File: config.mk
export PLATFORM = sky130hd
export DESIGN_NAME = gsc_counter
export DESIGN_NICKNAME = d
export VERILOG_FILES = /design/src/gsc_pkg.sv /design/src/gsc_filter.sv /design/src/gsc_counter.sv
export SDC_FILE = /design/constraint.sdc
export NUM_CORES = 1
export LEC_CHECK = 0
export BUFFER_PORTS_ARGS = -buffer_cell sky130_fd_sc_hd__buf_4
export CAP_MARGIN = 15
export CORE_MARGIN = 2
export CORE_UTILIZATION = 60
export DETAILED_ROUTE_END_ITERATION = 16
export PLACE_DENSITY = 0.84
export SYNTH_ARGS = -nofsm -noshare
export SYNTH_HDL_FRONTEND = slang
export SYNTH_SLANG_ARGS = --single-unit
File: constraint.sdc
create_clock -name i_clk -period 7.8 [get_ports i_clk]
set_clock_uncertainty 0.1 [all_clocks]
set_input_delay 0.78 -clock i_clk [delete_from_list [all_inputs] [get_ports i_clk]]
set_output_delay 0.78 -clock i_clk [all_outputs]
set_load 0.05 [all_outputs]
File: src/gsc_pkg.sv
// What this block does
// - In gated-count mode (011) the counter steps on each primary rise seen while the secondary is high.
// - In signed-count mode (101) each primary rise is counted, the secondary level picking up or down.
// - Both inputs are sampled on the timer module clock and a transition detector finds rising edges.
// - Edge logic sees at most one rise or one fall of an input in one clock period.
// - In gated-count mode a primary rise with the secondary low never counts; a secondary rise next cycle counts only if the primary is still high.
// - A primary rise is judged against the secondary level taken at the same sampling instant.
// - In gated-count mode a secondary rise while the primary is already high also counts.
// - Filter period 1 with sample count 0 gives five cycles of latency, with sample count 1 six cycles.
// - Only external sources pass the filter; internal sources bypass it and cannot be realigned.
package gsc_pkg;

    // =====================================================
    // Register map (byte addresses)
    localparam logic [7:0] CTRL_ADDR   = 8'h00;
    localparam logic [7:0] PFILT_ADDR  = 8'h04;
    localparam logic [7:0] SFILT_ADDR  = 8'h08;
    localparam logic [7:0] COUNT_ADDR  = 8'h0c;
    localparam logic [7:0] STATUS_ADDR = 8'h10;
    localparam logic [7:0] ID_ADDR     = 8'h14;

    // =====================================================
    // Field positions
    localparam int MODE_LSB     = 0;
    localparam int PSEL_BIT     = 4;
    localparam int SSEL_BIT     = 5;
    localparam int PER_LSB      = 0;
    localparam int SCNT_LSB     = 8;
    localparam int ST_PRIM_BIT  = 0;
    localparam int ST_SEC_BIT   = 1;
    localparam int ST_DIR_BIT   = 2;

    // =====================================================
    // Widths and reset values
    localparam int MODE_W  = 3;
    localparam int PER_W   = 8;
    localparam int SCNT_W  = 3;
    localparam int COUNT_W = 16;
    localparam logic [2:0]  MODE_RST  = 3'h0;
    localparam logic [7:0]  PER_RST   = 8'h00;
    localparam logic [2:0]  SCNT_RST  = 3'h0;
    localparam logic [15:0] COUNT_RST = 16'h0000;

    // Fixed conditioning stages ahead of the filter counter
    localparam int FILT_PIPE = 3;

    // =====================================================
    // Count modes
    typedef enum logic [2:0] {
        MODE_OFF    = 3'b000,
        MODE_RISE   = 3'b001,
        MODE_GATED  = 3'b011,
        MODE_SIGNED = 3'b101
    } gsc_mode_type;

endpackage : gsc_pkg

File: src/gsc_filter.sv
module gsc_filter (
    // Clock and reset
    input  wire logic                   i_clk,
    input  wire logic                   i_rst_n,
    // Settings
    input  wire logic [gsc_pkg::PER_W-1:0]  i_period,
    input  wire logic [gsc_pkg::SCNT_W-1:0] i_samples,
    // Signal
    input  wire logic                   i_in,
    output logic                        o_out
);

    // =====================================================
    // Fixed sampling pipeline
    logic [gsc_pkg::FILT_PIPE-1:0] pipe_reg;
    logic [gsc_pkg::PER_W-1:0]     tick_reg;
    logic [gsc_pkg::SCNT_W-1:0]    match_reg;
    logic                          state_reg;

    always_ff @(posedge i_clk) begin
        if (!i_rst_n) begin
            pipe_reg <= '0;
        end else begin
            pipe_reg <= {pipe_reg[gsc_pkg::FILT_PIPE-2:0], i_in};
        end
    end

    // =====================================================
    // Sample tick every period cycles
    always_ff @(posedge i_clk) begin
        if (!i_rst_n) begin
            tick_reg <= '0;
        end else if (tick_reg >= i_period - 8'h01) begin
            tick_reg <= '0;
        end else begin
            tick_reg <= tick_reg + 8'h01;
        end
    end

    // New level needs samples+1 agreeing ticks
    always_ff @(posedge i_clk) begin
        if (!i_rst_n) begin
            match_reg <= '0;
            state_reg <= 1'b0;
        end else if (tick_reg == '0) begin
            if (pipe_reg[gsc_pkg::FILT_PIPE-1] == state_reg) begin
                match_reg <= '0;
            end else if (match_reg == i_samples) begin
                state_reg <= pipe_reg[gsc_pkg::FILT_PIPE-1];
                match_reg <= '0;
            end else begin
                match_reg <= match_reg + 3'h1;
            end
        end
    end

    // Period zero bypasses the filter counter
    always_ff @(posedge i_clk) begin
        if (!i_rst_n) begin
            o_out <= 1'b0;
        end else if (i_period == '0) begin
            o_out <= pipe_reg[0];
        end else begin
            o_out <= state_reg;
        end
    end

endmodule : gsc_filter

File: src/gsc_counter.sv
module gsc_counter #(
    // Arbitrary identification value
    parameter logic [31:0] ID_VALUE = 32'h0000_5a01
) (
    // Clock and reset
    input  wire logic        i_clk,
    input  wire logic        i_rst_n,
    // AHB-Lite slave
    input  wire logic        i_hsel,
    input  wire logic [31:0] i_haddr,
    input  wire logic [1:0]  i_htrans,
    input  wire logic        i_hwrite,
    input  wire logic [2:0]  i_hsize,
    input  wire logic [31:0] i_hwdata,
    input  wire logic        i_hready,
    output logic [31:0]      o_hrdata,
    output logic             o_hreadyout,
    output logic             o_hresp,
    // Count sources
    input  wire logic        i_prim_ext,
    input  wire logic        i_sec_ext,
    input  wire logic        i_prim_int,
    input  wire logic        i_sec_int,
    // Counter state
    output logic [15:0]      o_count,
    output logic             o_count_down
);

    // =====================================================
    // Register state
    logic [2:0]  mode_reg;
    logic        psel_int_reg;
    logic        ssel_int_reg;
    logic [7:0]  pper_reg;
    logic [2:0]  pscnt_reg;
    logic [7:0]  sper_reg;
    logic [2:0]  sscnt_reg;
    logic [15:0] count_reg;
    logic [15:0] count_next;
    logic        down_reg;

    // Bus data phase state
    logic        wr_pend_reg;
    logic [7:0]  wr_addr_reg;
    logic        addr_ok;
    logic [31:0] rd_value;

    // Input path
    logic        prim_filt;
    logic        sec_filt;
    logic        prim_int_reg;
    logic        sec_int_reg;
    logic        prim_lvl;
    logic        sec_lvl;
    logic        prim_prev_reg;
    logic        sec_prev_reg;
    logic        prim_rise;
    logic        sec_rise;
    logic        step;
    logic        step_down;
    logic        bus_cnt_wr;

    // =====================================================
    // Bus responses: zero wait, always OKAY
    assign o_hreadyout = 1'b1;
    assign o_hresp     = 1'b0;

    assign addr_ok = i_hsel && i_hready && i_htrans[1];

    // Full word only; other sizes still hit the whole word
    function automatic logic [31:0] read_mux(input logic [7:0] a);
        logic [31:0] r;
        r = 32'h0000_0000;
        if (a == gsc_pkg::CTRL_ADDR) begin
            r[gsc_pkg::MODE_LSB +: gsc_pkg::MODE_W] = mode_reg;
            r[gsc_pkg::PSEL_BIT] = psel_int_reg;
            r[gsc_pkg::SSEL_BIT] = ssel_int_reg;
        end else if (a == gsc_pkg::PFILT_ADDR) begin
            r[gsc_pkg::PER_LSB +: gsc_pkg::PER_W]   = pper_reg;
            r[gsc_pkg::SCNT_LSB +: gsc_pkg::SCNT_W] = pscnt_reg;
        end else if (a == gsc_pkg::SFILT_ADDR) begin
            r[gsc_pkg::PER_LSB +: gsc_pkg::PER_W]   = sper_reg;
            r[gsc_pkg::SCNT_LSB +: gsc_pkg::SCNT_W] = sscnt_reg;
        end else if (a == gsc_pkg::COUNT_ADDR) begin
            r[gsc_pkg::COUNT_W-1:0] = count_reg;
        end else if (a == gsc_pkg::STATUS_ADDR) begin
            r[gsc_pkg::ST_PRIM_BIT] = prim_lvl;
            r[gsc_pkg::ST_SEC_BIT]  = sec_lvl;
            r[gsc_pkg::ST_DIR_BIT]  = down_reg;
        end else if (a == gsc_pkg::ID_ADDR) begin
            r = ID_VALUE;
        end
        return r;
    endfunction : read_mux

    // Process form so register changes re-run the mux
    always_comb begin
        rd_value = read_mux(i_haddr[7:0]);
    end

    // =====================================================
    // Address phase capture
    always_ff @(posedge i_clk) begin
        if (!i_rst_n) begin
            wr_pend_reg <= 1'b0;
            wr_addr_reg <= 8'h00;
        end else if (i_hready) begin
            wr_pend_reg <= addr_ok && i_hwrite && (i_haddr[31:8] == '0);
            wr_addr_reg <= i_haddr[7:0];
        end
    end

    // Read data sampled at the address phase, out of a flip-flop
    always_ff @(posedge i_clk) begin
        if (!i_rst_n) begin
            o_hrdata <= 32'h0000_0000;
        end else if (addr_ok && !i_hwrite) begin
            if (i_haddr[31:8] == '0) begin
                o_hrdata <= rd_value;
            end else begin
                o_hrdata <= 32'h0000_0000;
            end
        end
    end

    // =====================================================
    // Control and filter settings
    always_ff @(posedge i_clk) begin
        if (!i_rst_n) begin
            mode_reg     <= gsc_pkg::MODE_RST;
            psel_int_reg <= 1'b0;
            ssel_int_reg <= 1'b0;
        end else if (wr_pend_reg && wr_addr_reg == gsc_pkg::CTRL_ADDR) begin
            mode_reg     <= i_hwdata[gsc_pkg::MODE_LSB +: gsc_pkg::MODE_W];
            psel_int_reg <= i_hwdata[gsc_pkg::PSEL_BIT];
            ssel_int_reg <= i_hwdata[gsc_pkg::SSEL_BIT];
        end
    end

    always_ff @(posedge i_clk) begin
        if (!i_rst_n) begin
            pper_reg  <= gsc_pkg::PER_RST;
            pscnt_reg <= gsc_pkg::SCNT_RST;
        end else if (wr_pend_reg && wr_addr_reg == gsc_pkg::PFILT_ADDR) begin
            pper_reg  <= i_hwdata[gsc_pkg::PER_LSB +: gsc_pkg::PER_W];
            pscnt_reg <= i_hwdata[gsc_pkg::SCNT_LSB +: gsc_pkg::SCNT_W];
        end
    end

    // Secondary one sample more than primary realigns them
    always_ff @(posedge i_clk) begin
        if (!i_rst_n) begin
            sper_reg  <= gsc_pkg::PER_RST;
            sscnt_reg <= gsc_pkg::SCNT_RST;
        end else if (wr_pend_reg && wr_addr_reg == gsc_pkg::SFILT_ADDR) begin
            sper_reg  <= i_hwdata[gsc_pkg::PER_LSB +: gsc_pkg::PER_W];
            sscnt_reg <= i_hwdata[gsc_pkg::SCNT_LSB +: gsc_pkg::SCNT_W];
        end
    end

    // =====================================================
    // External inputs through the filters
    gsc_filter u_prim_filt (
        .i_clk     (i_clk),
        .i_rst_n   (i_rst_n),
        .i_period  (pper_reg),
        .i_samples (pscnt_reg),
        .i_in      (i_prim_ext),
        .o_out     (prim_filt)
    );

    gsc_filter u_sec_filt (
        .i_clk     (i_clk),
        .i_rst_n   (i_rst_n),
        .i_period  (sper_reg),
        .i_samples (sscnt_reg),
        .i_in      (i_sec_ext),
        .o_out     (sec_filt)
    );

    // Internal sources take one sample, no filter
    always_ff @(posedge i_clk) begin
        if (!i_rst_n) begin
            prim_int_reg <= 1'b0;
            sec_int_reg  <= 1'b0;
        end else begin
            prim_int_reg <= i_prim_int;
            sec_int_reg  <= i_sec_int;
        end
    end

    // Internal paths cannot be realigned by filter settings
    assign prim_lvl = psel_int_reg ? prim_int_reg : prim_filt;
    assign sec_lvl  = ssel_int_reg ? sec_int_reg  : sec_filt;

    // =====================================================
    // Transition detector on sampled levels
    always_ff @(posedge i_clk) begin
        if (!i_rst_n) begin
            prim_prev_reg <= 1'b0;
            sec_prev_reg  <= 1'b0;
        end else begin
            prim_prev_reg <= prim_lvl;
            sec_prev_reg  <= sec_lvl;
        end
    end

    // One sample per clock: one transition at most
    assign prim_rise = prim_lvl && !prim_prev_reg;
    assign sec_rise  = sec_lvl  && !sec_prev_reg;

    // =====================================================
    // Count decision
    // Edge is combinational so it meets the secondary
    // sample of the same cycle; a registered edge would
    // see next cycle's secondary and miscount.
    always_comb begin
        step      = 1'b0;
        step_down = 1'b0;
        case (gsc_pkg::gsc_mode_type'(mode_reg))
            gsc_pkg::MODE_RISE: begin
                step = prim_rise;
            end
            gsc_pkg::MODE_GATED: begin
                // Same-instant gate
                // Secondary rise under a high primary
                step = (prim_rise && sec_lvl)
                    || (sec_rise && prim_lvl && !prim_rise);
            end
            gsc_pkg::MODE_SIGNED: begin
                step      = prim_rise;
                step_down = sec_lvl;
            end
            default: begin
                step      = 1'b0;
                step_down = 1'b0;
            end
        endcase
    end

    assign bus_cnt_wr = wr_pend_reg
        && wr_addr_reg == gsc_pkg::COUNT_ADDR;

    // Software load beats a same-cycle count
    always_comb begin
        count_next = count_reg;
        if (bus_cnt_wr) begin
            count_next = i_hwdata[gsc_pkg::COUNT_W-1:0];
        end else if (step && step_down) begin
            count_next = count_reg - 16'h0001;
        end else if (step) begin
            count_next = count_reg + 16'h0001;
        end
    end

    // Synchronous counter, never clocked by the inputs
    always_ff @(posedge i_clk) begin
        if (!i_rst_n) begin
            count_reg <= gsc_pkg::COUNT_RST;
        end else begin
            count_reg <= count_next;
        end
    end

    // Direction of the last counted edge
    always_ff @(posedge i_clk) begin
        if (!i_rst_n) begin
            down_reg <= 1'b0;
        end else if (step) begin
            down_reg <= step_down;
        end
    end

    // =====================================================
    // Outputs
    assign o_count      = count_reg;
    assign o_count_down = down_reg;

endmodule : gsc_counter

==> out/summary.txt <==
Critical path class - reg -> reg
Ys Warns - 0
Layout cell share with drive strength beyond 1 - 14.8%
Clk sink count - 105
Dpl hpwl - 11.7 mm
Dominant cell type by area after synthesis - dfxtp_1
Grt ovf - 0
Std cell rows - 36
Commonest cells in the netlist - dfxtp_1 (105), nand2_1 (93), a21oi_1 (39), ha_1 (38), nand3_1 (31)
Final period util - 50.3%
GR peak layer - met2
Clock root cell - clkbuf_8
Final WS setup - 3880 ps
Worst-Margin Slew - 820 ps
Endpoint type of the worst setup path - flip-flop
Ys flop type - dfxtp_1
CTS Buf Count - 9
Gr usage total - 28.0%
Pre-CTS setup slack - 4010 ps
Crit-path leading delay family - compound AO/OA/AOI/OAI gates
Worst setup SP type - flip-flop
RSZ-0062 raised after global routing - false
Register area share after synthesis - 34.6%
Yosys reg bits - 105
Clk_lat worst skew - 360 ps
Syn_area_per_cell - 8.47 µm²
Syn Inst Count - 718
CP Cell Sequence - mux2i_1 > nor4b_1 > and3_1 > ha_1 > a21oi_1 > o211ai_1 > a221oi_1 > o221ai_1 > xnor2_1 > a22o_1
DRC - 0
Post-cts resize count - 0
First-pass GRT wire length - 25.3 mm
Max Cap Viol - 0
Setup TNS - 0 ps
Vias - 5,530
Worst EP required - 7970 ps
Worst hold slack - 347 ps
Die W - 105 µm
H-tree levels - 3
Mapped Area - 6080 µm²
Peak supply drop - 0.0997 mV
RePlAce Congestion - 0.934
Grt met3 use - 4.12%
Fin crit period - 3920 ps
Final setup viols - 0
Vias in the first global route - 5,256
Diodes inserted - 0
# IOs - 129
Slew headroom - 45.2%
Most frequent cell after synthesis - dfxtp_1
Critical Path Fanout Max - 17
Clk slew on worst S/H paths - 100 ps
Critical Path AT - 4090 ps
Fin nets - 905
Hold crit path type - reg -> reg
CTS tree - done
Area contributors post-synth - dfxtp_1 (35%), ha_1 (7.8%), nand2_1 (5.7%)
Number of fill cells in the layout - 802
Worst Path Buf+Inv - 0
DRT Pass-1 Iters - 5
Largest net degree at the start of global routing - 72
Initial antenna violation count - 0
Final wirelength - 15.5 mm
GRT met1 Usage - 36.3%
Antenna Nets Post-Route - 0
Number of synthesized flops with an enable pin - 0
Die ar. - 11,000 µm²
Library cells used by synthesis - 61
# hold bufs at CTS - 0
Final Hold Vio Count - 0
Die height - 105 µm
Initial Util - 61.9%
Slew Limit Fails - 0
Status - completed
Met2 Track Usage GR - 48.1%
Area fraction of the dominant cell type after synthesis - 34.6%
Core Region - 9820 µm²
Area Growth Syn to Fin - 14.4%
Post-CTS Setup Bufs - 0
Ys async rst share - 0%
PortBufs - 90
CTS max path bufs - 2
PwrDens - 146 nW/µm²
Max Freq - 0.255 GHz
Leak pwr - 3.07 nW
Iter 0 DRT Violations - 420
Vias/cell - 5.97
Routed WL per cell - 16.8 µm
CP max-delay cell - and3_1
Max incr delay on CP - 700 ps
==> area by class of cell <==
cell class              count  area, µm²  share of cell area [%]
repair buffers             92        691                    9.93
well taps                 133        166                    2.39
clock inverters             6       73.8                    1.06
flip-flops and latches    105       2100                    30.2
clock buffers              10        138                    1.98
multi-input cells         560       3710                    53.3
inverters                  20       75.1                    1.08
==> cell usage in the layout (no fill, tap or decap), types with 6 or more instances in the layout <==
cell and instances:
nor2_1 29, a21o_1 12, nand3_1 31, o211a_1 6, nand2_1 93, and2_1 15, o211ai_1 7, nor3_1 15
conb_1 18, o21ai_1 21, xor2_1 25, nand2b_1 10, clkbuf_8 10, buf_4 92, a21boi_1 18, inv_1 20
mux2i_1 21, nor4_1 10, ha_1 38, xnor2_1 21, a211oi_1 18, dfxtp_1 105, a21oi_1 39, o21ai_0 11
nor2b_1 24, a22o_1 6, and3_1 12
==> routing by layer <==
layer | vias up | part of all wire (%)
met2 | 260 | 48
met4 | 0 | 2.3
li1 | 2659 | -
met3 | 39 | 7.9
met1 | 2572 | 42
met5 | - | 0
==> worst paths after layout <==
path / depth (start not counted) / from / end / slack (ps)
max: 10 / ssel_int_reg / o_count[15] / 3880
min: 1 / u_sec_filt.pipe_reg[1] / u_sec_filt.pipe_reg[2] / 350
max reg2reg: 10 / ssel_int_reg / o_count[15] / 3880
min reg2reg: 1 / u_sec_filt.pipe_reg[1] / u_sec_filt.pipe_reg[2] / 350
==> power breakdown <==
group | total [mW] | internal, mW | switching [mW]
Clock | 0.356 | 0.161 | 0.195
Sequential | 0.553 | 0.545 | 0.00874
Combinational | 0.109 | 0.0424 | 0.0666
==> worst register-to-register path, cell delays in order, from the launching register on <==
cell and delay, ps:
dfxtp_1 380, mux2i_1 170, nor4b_1 300, and3_1 700, ha_1 430, a21oi_1 210, o211ai_1 230, a221oi_1 660
o221ai_1 290, xnor2_1 180, a22o_1 180
==> metrics by stage <==
step,cell area [µm²],std cells,total power [mW],util (%)
floorplan,6140,734,0.638,-
global placement,6740,910,0.669,68.7
detailed placement,6740,910,0.673,68.7
CTS,6960,926,1.02,70.8
global route,6960,926,1.05,70.8
finish,6960,926,1.02,70.8
==> cell families (layout without fill, tap and decap cells) <==
| family | Yosys count | after routing | share of synthesized area [%] |
|---|---|---|---|
| simple gates | 265 | 265 | 22.1 |
| mux | 25 | 25 | 4.57 |
| xor+xnor | 46 | 46 | 6.63 |
| flops | 105 | 105 | 34.6 |
| fa+ha+maj | 39 | 39 | 8.15 |
| other cells | 2 | 18 | 0.124 |
| buf+inv | 69 | 128 | 5.41 |
| compound gates | 167 | 167 | 18.5 |
(Power assumes the default switching activity.)
